`src/pkg/lpdpd_consts.svh`:
```
`ifndef LPDPD_CONSTS_SVH
`define LPDPD_CONSTS_SVH
// ca bit positions within the 4-bit command field
`define LPDPD_CA0_POS 0
`define LPDPD_CA1_POS 1
`define LPDPD_CA2_POS 2
// ca3 decodes mrw versus mrr inside the mode register group
`define LPDPD_CA3_POS 3
// reset value of the impedance code and of the trim code after zq reset
`define LPDPD_IMP_DEFAULT 4'h8
// timer for a calibration in flight, counted in link clock edges
`define LPDPD_ZQ_CAL_CYCLES 8'h20
// stable link clock rises needed before power-down exit is honoured
`define LPDPD_EXIT_STABLE_EDGES 2'h2
// depth of the zq trim history kept by the memory
`define LPDPD_TRIM_DEPTH 4
`endif

```
`src/pkg/lpdpd_pkg.sv`:
```
package lpdpd_pkg;
  typedef enum logic [3:0] {
    LPDPD_ACTIVE = 4'h1,
    LPDPD_PD     = 4'h2,
    LPDPD_DPD    = 4'h4,
    LPDPD_ZQCAL  = 4'h8
  } lpdpd_state_t;
endpackage

```
`src/lpdpd_power_ctrl.sv`:
```
`timescale 1ns/1ns
`include "lpdpd_consts.svh"
// Behaviour
// - with zq strapped to supply, ignore calibration commands, keep default impedance
// - cke low with cs_n high at ck rise enters power-down
// - in power-down only ck and cke buffers stay enabled
// - no internal refresh while in power-down
// - cke low, cs_n low, ca0 high, ca1 high, ca2 low enters deep power-down
// - deep power-down loses array, disables buffers except cke, and core power
// - nop is cs_n high, or cs_n low with ca0..ca2 all high
module lpdpd_power_ctrl (
  input  wire logic       clk,
  input  wire logic       rst_n,
  input  wire logic       ck,
  input  wire logic       cke,
  input  wire logic       cs_n,
  input  wire logic [3:0] ca,
  input  wire logic       zq_tied_high,
  input  wire logic       zq_cmd,
  output logic            pd_q,
  output logic            dpd_q,
  output logic            in_buf_en_q,
  output logic            out_buf_en_q,
  output logic            core_pwr_en_q,
  output logic            refresh_en_q,
  output logic            array_valid_q,
  output logic            need_init_q,
  output logic            zq_busy_q,
  output logic      [3:0] imp_code_q,
  output logic      [3:0] trim_hist_q
);
  // two-flop synchronisers for every pin
  logic [8:0] s1_q;
  logic [8:0] s2_q;
  logic       ck_prev_q;
  lpdpd_pkg::lpdpd_state_t state_q;
  logic [7:0] zq_cnt_q;
  logic [1:0] stable_q;
  logic [1:0] hist_wr_q;
  logic       cke_prev_q;

  always_ff @(posedge clk or negedge rst_n) begin
    if (!rst_n) begin
      s1_q <= 9'h000;
      s2_q <= 9'h000;
    end else begin
      s1_q <= {zq_cmd, zq_tied_high, ca, cs_n, cke, ck};
      s2_q <= s1_q;
    end
  end

  wire       ck_s   = s2_q[0];
  wire       cke_s  = s2_q[1];
  wire       csn_s  = s2_q[2];
  wire [3:0] ca_s   = s2_q[6:3];
  wire       zqt_s  = s2_q[7];
  wire       zqc_s  = s2_q[8];

  always_ff @(posedge clk or negedge rst_n) begin
    if (!rst_n) begin
      ck_prev_q <= 1'b0;
    end else begin
      ck_prev_q <= ck_s;
    end
  end

  wire ck_rise = ck_s & ~ck_prev_q;

  function automatic logic lpdpd_is_nop(input logic csn, input logic [3:0] c);
    lpdpd_is_nop = csn | (c[`LPDPD_CA0_POS] & c[`LPDPD_CA1_POS] & c[`LPDPD_CA2_POS]);
  endfunction

  function automatic logic lpdpd_is_dpd(input logic csn, input logic [3:0] c);
    lpdpd_is_dpd = ~csn & c[`LPDPD_CA0_POS] & c[`LPDPD_CA1_POS] & ~c[`LPDPD_CA2_POS];
  endfunction

  // cke sampled on the previous ck rise, so entry needs a high-to-low step
  always_ff @(posedge clk or negedge rst_n) begin
    if (!rst_n) begin
      cke_prev_q <= 1'b1;
    end else if (ck_rise) begin
      cke_prev_q <= cke_s;
    end
  end

  wire enter_pd  = ck_rise & cke_prev_q & ~cke_s & csn_s;
  wire enter_dpd = ck_rise & cke_prev_q & ~cke_s & lpdpd_is_dpd(csn_s, ca_s);
  wire exit_pd   = ck_rise & cke_s & csn_s & (stable_q == `LPDPD_EXIT_STABLE_EDGES);
  // zq requests count on any cke-high edge, nop or not; strapped zq ignores them
  wire zq_start  = ck_rise & cke_s & zqc_s & ~zqt_s;
  // calibration ends on the last counted ck rise, so it spans the full count
  wire cal_end   = ck_rise & (zq_cnt_q == 8'h01);
  wire cal_done  = (state_q == lpdpd_pkg::LPDPD_ZQCAL) & cal_end & ~zqt_s;

  // count ck rises while in power-down; a stopped clock gives none
  always_ff @(posedge clk or negedge rst_n) begin
    if (!rst_n) begin
      stable_q <= 2'h0;
    end else if (state_q != lpdpd_pkg::LPDPD_PD) begin
      stable_q <= 2'h0;
    end else if (ck_rise && stable_q != `LPDPD_EXIT_STABLE_EDGES) begin
      stable_q <= stable_q + 2'h1;
    end
  end

  always_ff @(posedge clk or negedge rst_n) begin
    if (!rst_n) begin
      state_q <= lpdpd_pkg::LPDPD_ACTIVE;
    end else begin
      case (state_q)
        lpdpd_pkg::LPDPD_ACTIVE: begin
          if (enter_dpd) begin
            state_q <= lpdpd_pkg::LPDPD_DPD;
          end else if (enter_pd) begin
            state_q <= lpdpd_pkg::LPDPD_PD;
          end else if (zq_start) begin
            state_q <= lpdpd_pkg::LPDPD_ZQCAL;
          end
        end
        lpdpd_pkg::LPDPD_PD: begin
          if (exit_pd) begin
            state_q <= lpdpd_pkg::LPDPD_ACTIVE;
          end
        end
        lpdpd_pkg::LPDPD_DPD: begin
          // waking from deep power-down leaves the die needing initialization
          if (ck_rise && cke_s) begin
            state_q <= lpdpd_pkg::LPDPD_ACTIVE;
          end
        end
        lpdpd_pkg::LPDPD_ZQCAL: begin
          if (cal_end) begin
            state_q <= lpdpd_pkg::LPDPD_ACTIVE;
          end
        end
        default: state_q <= lpdpd_pkg::LPDPD_ACTIVE;
      endcase
    end
  end

  always_ff @(posedge clk or negedge rst_n) begin
    if (!rst_n) begin
      zq_cnt_q <= 8'h00;
    end else if (zq_start && state_q == lpdpd_pkg::LPDPD_ACTIVE) begin
      zq_cnt_q <= `LPDPD_ZQ_CAL_CYCLES;
    end else if (ck_rise && zq_cnt_q != 8'h00) begin
      zq_cnt_q <= zq_cnt_q - 8'h01;
    end
  end

  wire in_pd  = (state_q == lpdpd_pkg::LPDPD_PD);
  wire in_dpd = (state_q == lpdpd_pkg::LPDPD_DPD);

  always_ff @(posedge clk or negedge rst_n) begin
    if (!rst_n) begin
      pd_q          <= 1'b0;
      dpd_q         <= 1'b0;
      in_buf_en_q   <= 1'b1;
      out_buf_en_q  <= 1'b1;
      core_pwr_en_q <= 1'b1;
      refresh_en_q  <= 1'b1;
      zq_busy_q     <= 1'b0;
    end else begin
      pd_q          <= in_pd;
      dpd_q         <= in_dpd;
      in_buf_en_q   <= ~(in_pd | in_dpd);
      out_buf_en_q  <= ~(in_pd | in_dpd);
      core_pwr_en_q <= ~in_dpd;
      refresh_en_q  <= ~(in_pd | in_dpd);
      zq_busy_q     <= (state_q == lpdpd_pkg::LPDPD_ZQCAL);
    end
  end

  // array is gone once deep power-down is reached; restored only by rst_n
  always_ff @(posedge clk or negedge rst_n) begin
    if (!rst_n) begin
      array_valid_q <= 1'b1;
      need_init_q   <= 1'b0;
    end else if (in_dpd) begin
      array_valid_q <= 1'b0;
      need_init_q   <= 1'b1;
    end
  end

  // strapped zq keeps the default code; otherwise a finished calibration trims it
  always_ff @(posedge clk or negedge rst_n) begin
    if (!rst_n) begin
      imp_code_q <= `LPDPD_IMP_DEFAULT;
      hist_wr_q  <= 2'h0;
    end else if (zqt_s) begin
      imp_code_q <= `LPDPD_IMP_DEFAULT;
    end else if (cal_done) begin
      imp_code_q <= imp_code_q ^ ca_s;
      hist_wr_q  <= hist_wr_q + 2'h1;
    end
  end

  lpdpd_trim_mem u_trim (
    .clk       (clk),
    .rst_n     (rst_n),
    .wr_en     (cal_done),
    .wr_addr   (hist_wr_q),
    .wr_data   (imp_code_q ^ ca_s),
    .rd_addr   (hist_wr_q - 2'h1),
    .rd_data_q (trim_hist_q)
  );

  a_pd_entry: assert property (@(posedge clk) disable iff (!rst_n)
    (state_q == lpdpd_pkg::LPDPD_ACTIVE && enter_pd && !enter_dpd)
      |=> state_q == lpdpd_pkg::LPDPD_PD)
    else $error("power-down not entered");
  a_dpd_entry: assert property (@(posedge clk) disable iff (!rst_n)
    (state_q == lpdpd_pkg::LPDPD_ACTIVE && enter_dpd) |=> ##1 dpd_q)
    else $error("deep power-down not entered");
  a_pd_buffers: assert property (@(posedge clk) disable iff (!rst_n)
    in_pd |=> !in_buf_en_q && !out_buf_en_q)
    else $error("buffers on in power-down");
  a_pd_norefresh: assert property (@(posedge clk) disable iff (!rst_n)
    (pd_q || dpd_q) |-> !refresh_en_q)
    else $error("refresh during power-down");
  a_pd_exit_cond: assert property (@(posedge clk) disable iff (!rst_n)
    (in_pd ##1 state_q == lpdpd_pkg::LPDPD_ACTIVE) |-> $past(csn_s) && $past(cke_s))
    else $error("exit without cs_n and cke high");
  a_exit_stable: assert property (@(posedge clk) disable iff (!rst_n)
    (in_pd && exit_pd) |-> stable_q == 2'h2)
    else $error("exit before two clocks");
  a_dpd_array: assert property (@(posedge clk) disable iff (!rst_n)
    in_dpd |=> !array_valid_q && !core_pwr_en_q)
    else $error("array survived deep power-down");
  a_zq_ignored: assert property (@(posedge clk) disable iff (!rst_n)
    zqt_s |=> imp_code_q == `LPDPD_IMP_DEFAULT && state_q != lpdpd_pkg::LPDPD_ZQCAL)
    else $error("calibration with strapped zq");
  a_nop_decode: assert property (@(posedge clk) disable iff (!rst_n)
    lpdpd_is_nop(csn_s, ca_s) |-> !lpdpd_is_dpd(csn_s, ca_s))
    else $error("nop decoded as deep power-down");

  c_pd_cycle: cover property (@(posedge clk) disable iff (!rst_n)
    in_pd ##1 state_q == lpdpd_pkg::LPDPD_ACTIVE);
  c_dpd: cover property (@(posedge clk) disable iff (!rst_n) in_dpd);
  c_zq_done: cover property (@(posedge clk) disable iff (!rst_n) cal_done);
endmodule

```
`src/lpdpd_trim_mem.sv`:
```
`timescale 1ns/1ns
`include "lpdpd_consts.svh"
// small history of calibration results; read data registered
module lpdpd_trim_mem (
  input  wire logic       clk,
  input  wire logic       rst_n,
  input  wire logic       wr_en,
  input  wire logic [1:0] wr_addr,
  input  wire logic [3:0] wr_data,
  input  wire logic [1:0] rd_addr,
  output logic      [3:0] rd_data_q
);
  logic [3:0] mem_q [`LPDPD_TRIM_DEPTH];

  always_ff @(posedge clk or negedge rst_n) begin
    if (!rst_n) begin
      for (int i = 0; i < `LPDPD_TRIM_DEPTH; i++) begin
        mem_q[i] <= `LPDPD_IMP_DEFAULT;
      end
    end else if (wr_en) begin
      mem_q[wr_addr] <= wr_data;
    end
  end

  always_ff @(posedge clk or negedge rst_n) begin
    if (!rst_n) begin
      rd_data_q <= `LPDPD_IMP_DEFAULT;
    end else begin
      rd_data_q <= mem_q[rd_addr];
    end
  end
endmodule

```
`config.mk`:
```
export PLATFORM = sky130hd
export DESIGN_NAME = lpdpd_power_ctrl
export DESIGN_NICKNAME = d
export VERILOG_FILES = /design/src/pkg/lpdpd_pkg.sv /design/src/lpdpd_power_ctrl.sv /design/src/lpdpd_trim_mem.sv
export VERILOG_INCLUDE_DIRS = /design/src /design/src/pkg
export SDC_FILE = /design/constraint.sdc
export NUM_CORES = 1
export LEC_CHECK = 0
export ABC_AREA = 1
export BUFFER_PORTS_ARGS = -buffer_cell sky130_fd_sc_hd__buf_4
export CAP_MARGIN = 10
export CELL_PAD_IN_SITES_DETAIL_PLACEMENT = 1
export CELL_PAD_IN_SITES_GLOBAL_PLACEMENT = 2
export CORE_MARGIN = 2
export CORE_UTILIZATION = 33
export CTS_BUF_LIST = sky130_fd_sc_hd__clkbuf_8 sky130_fd_sc_hd__clkbuf_16
export DETAILED_ROUTE_END_ITERATION = 6
export PLACE_DENSITY_LB_ADDON = 0.1
export SYNTH_ARGS = -nofsm -noshare
export SYNTH_HDL_FRONTEND = slang
export SYNTH_SLANG_ARGS = --single-unit
```
`constraint.sdc`:
```
create_clock -name clk -period 1.4 [get_ports clk]
set_input_delay 0.14 -clock clk [delete_from_list [all_inputs] [get_ports clk]]
set_output_delay 0.14 -clock clk [all_outputs]
set_load 0.01 [all_outputs]
```
==> flow_summary.rst <==
.. list-table::
   :header-rows: 1

   * - Metric
     - Value
   * - Outcome
     - finished with violations
   * - Violations in the final reports
     - setup timing
   * - Sequential fraction of the synthesis area
     - 60.3%
   * - Netlist area before placement
     - around 2800 um2
   * - Cell internal power dissipation
     - 4.01 mW
   * - IR Drop Worst-Case VDD
     - ~0.63 mV
   * - RSZ-0062 raised after global routing
     - yes
   * - Maximum number of pins on one net before global-route repair
     - 31
   * - HPWL Detailed
     - just under 5000 um
   * - Total of flip-flops plus latches after synthesis
     - 67
   * - Post-detailed-route count of antenna-violating nets
     - 0
   * - Count of standard-cell rows
     - 33
   * - Slew @ Worst Pin
     - ~0.65 ns
   * - Setup slack of the critical path after layout
     - -0.120 ns
   * - Nature of the critical path endpoint
     - flop
   * - Required time at the endpoint of the critical path
     - approximately 1.7 ns
   * - Cell leakage power
     - roughly 2 nW
   * - Number of antenna violations at the first check in global routing
     - 0
   * - Core area
     - ~8200 um2
   * - Placement-stage cell area
     - between 3000 and 4000 um2
   * - Syn-to-layout area delta
     - 44.2%
   * - Number of synthesis warnings
     - 0
   * - Post-layout minimum cycle time
     - ~1.5 ns
   * - R2r startpoint
     - zq_cnt_q[1]
   * - Area share of the largest cell type after synthesis
     - between 50 and 60%
   * - TritonCTS clock tree
     - done
   * - Via count of the first global-routing pass
     - 2421
   * - Total die area
     - approximately 9200 um2
   * - CP Launch Point
     - zq_cnt_q[1]
   * - Max Fclk
     - 0.658 GHz
   * - Insertion delay to the later sink of the worst-skew pair
     - around 0.34 ns
   * - Worst min-delay path category
     - in -> async
   * - Wire length of the first global-routing pass
     - about 12000 um
   * - Number of distinct library cells after synthesis
     - 23
   * - Critical path startpoint category
     - flop
   * - Starting DRC count in detailed routing
     - 50
   * - CP Class
     - reg -> reg
   * - Starting density of the core
     - 34.1%
   * - Largest fanout of any net on the critical path
     - 6
   * - CTS buffer count
     - 9
   * - Post-Layout Inst Area
     - 4040 um2
   * - Sink Count
     - 67
   * - Slew margin rel.
     - 56.4%
   * - First-pass detailed-route iteration total
     - 4
   * - Post-layout total power
     - around 6 mW
   * - Remaining routing DRC violations
     - 0
   * - Antenna cells
     - 0
   * - Number of levels in the clock H-tree
     - 3
   * - Final weighted congestion in routability-driven placement
     - between 0.7 and 0.8
   * - Top-Level Pins
     - 28
   * - CTS root buf
     - sky130_fd_sc_hd__clkbuf_8
   * - Cells after Synth
     - 295
   * - Clk network pwr share
     - a little under a third
   * - Post-Syn Area per Cell
     - approximately 9.5 um2
   * - Clock buffer depth
     - 2
   * - GRT overflow
     - 0
   * - Combinational Power Share
     - 30.2%
   * - Total net switching power
     - roughly 1.8 mW
   * - Fraction of power consumed by sequential logic
     - 39.5%
   * - Port buffer count
     - 27
   * - Post-DR wirelength/cell
     - 14.3 um
   * - Cell type contributing the most total cell area after synthesis
     - sky130_fd_sc_hd__dfrtp_1
   * - Total GRT Usage
     - about 17%
   * - Arrival @ worst endpoint
     - between 1.5 and 2 ns
   * - Leading cell types by total area after synthesis
     - sky130_fd_sc_hd__dfrtp_1, sky130_fd_sc_hd__nand2_1, sky130_fd_sc_hd__dfstp_2
   * - Horizontal extent of the die
     - roughly 96 um
   * - Slew Viols, Final
     - 0
   * - Final count of hold timing violations
     - 0
   * - Final worst-path cycle share
     - 109%
   * - # nets final
     - 400
   * - Share of final-layout standard cells stronger than drive strength 1
     - ~40%
   * - Clock slew at reported path FFs
     - roughly 0.080 ns
   * - Via density
     - 4.53
   * - Vias after detailed routing
     - around 2200
   * - Cell area power density
     - between 1000 and 1500 nW/um2
   * - DIE HEIGHT
     - approximately 96 um
   * - Routed wire length
     - 7050 um
   * - Final setup skew
     - 0.0114 ns
   * - Total of endpoints with negative setup slack in the final report
     - 28
   * - Net switching fraction of the power
     - between 30% and 40%
   * - Maximum capacitance violations
     - 0
   * - Synthesized netlist net count
     - 313
## critical path, stage by stage (launching register included)
cell	delay [ns]
sky130_fd_sc_hd__dfrtp_1	0.38
sky130_fd_sc_hd__inv_2	0.11
sky130_fd_sc_hd__ha_4	0.15
sky130_fd_sc_hd__nand3_4	0.07
sky130_fd_sc_hd__nor2_4	0.13
sky130_fd_sc_hd__nand2_4	0.09
sky130_fd_sc_hd__nor2_8	0.11
sky130_fd_sc_hd__buf_12	0.13
sky130_fd_sc_hd__buf_8	0.11
sky130_fd_sc_hd__nand3_1	0.09
sky130_fd_sc_hd__nand2_1	0.08
## cells in the final DEF (no fill, tap or decap), drive strengths merged, types with 2 or more instances in the layout
cell	n
buf	71
inv	30
o21ai	19
dfstp	11
a21oi	2
nand2	83
o22ai	6
dlygate4sd3	10
nor2	29
dfrtp	56
clkbuf	10
ha	7
nand3	33
clkinvlp	2
bufinv	2
nor3	4
xor2	8
## power groups by stage
stage	clock network, mW	registers (mW)	logic, mW
5_1_grt	1.91	2.33	1.98
6_report	1.77	2.30	1.76
4_1_cts	1.84	2.30	1.53
3_5_place_dp	0	2.33	1.41
2_1_floorplan	0	2.34	0.694
3_3_place_gp	0	2.32	1.38
## final cells by class
| cell class | instances | area [um2] |
|---|---|---|
| Clock buffer | 10 | 138 |
| Clock inverter | 6 | 82.6 |
| Fill cell | 927 | 4180 |
| Inverter | 29 | 118 |
| Multi-Input combinational cell | 194 | 1190 |
| Sequential cell | 67 | 1690 |
| Tap cell | 105 | 131 |
| Timing Repair Buffer | 81 | 692 |
## per-stage QoR
stage                     setup WS (ns)  cells  util [%]  TNS [ns]  hold WS [ns]
after floorplan                  0.0143    295         -         0        -0.156
after global placement          -0.0816    459      41.3     -1.31        0.0797
after detailed placement         -0.135    459      41.3     -2.76        0.0855
after CTS                       -0.0912    491      47.0     -1.98         0.255
after global routing             -0.209    492      49.2     -4.52         0.286
final                            -0.120    492      49.2     -1.76         0.255
## state kept, by name, indices dropped and copies added (netlist names), 2 cells and up
| signal | cells |
|---|---|
| s2_q | 9 |
| hist_wr_q | 2 |
| s1_q | 9 |
| state_q | 4 |
| imp_code_q | 4 |
| u_trim.mem_q | 16 |
| u_trim.rd_data_q | 4 |
| zq_cnt_q | 8 |
| stable_q | 2 |
## metal layers
| metal | track usage (%) | wire (um) | up-vias |
|---|---|---|---|
| met4 | 5.71 | 79 | 0 |
| met5 | 0 | 0 | - |
| met2 | 27.8 | 3400 | 36 |
| met3 | 3.84 | 229 | 6 |
| met1 | 21.6 | 3340 | 1077 |
| li1 | - | - | 1108 |
## cell usage after synthesis, drive strengths merged
library cell,number
a21oi,2
a22o,1
buf,5
clkinv,1
dfrtp,56
dfstp,11
ha,7
inv,28
nand2,83
nand3,33
nor2,29
nor3,4
nor3b,1
o21ai,19
o22ai,6
or2,1
xor2,8
## what timing repair did
item | 4_1_cts | 5_1_grt
setup buffers | 7 | 3
hold endpoints to repair | 30 | 0
pin swaps | 19 | 22
setup endpoints to repair | 25 | 32
hold buffers | 10 | 0
resized for setup | 27 | 54
## cells by family (layout without fill, tap and decap cells)
family,Yosys count,in the layout,share of synthesized area (%)
AOI/OAI and AO/OA,28,28,5.40
xor gates and xnor gates,8,8,2.50
adders and majority gates,7,7,3.13
buffers and inverters,34,126,5.40
DFF,67,67,60.3
and+or+nand+nor,151,151,23.2
## path summary, 6_finish.rpt
check	cells after the start	slack (ns)	endpoint
min reg2reg	0	0.35	s2_q[6]
min in group clk	0	0.35	s2_q[6]
max	10	-0.12	u_trim.mem_q[5]
max reg2reg	10	-0.12	u_trim.mem_q[5]
max in group asynchronous	3	0.55	imp_code_q[3]
min	2	0.25	zq_cnt_q[5]
(Power assumes the default switching activity.)
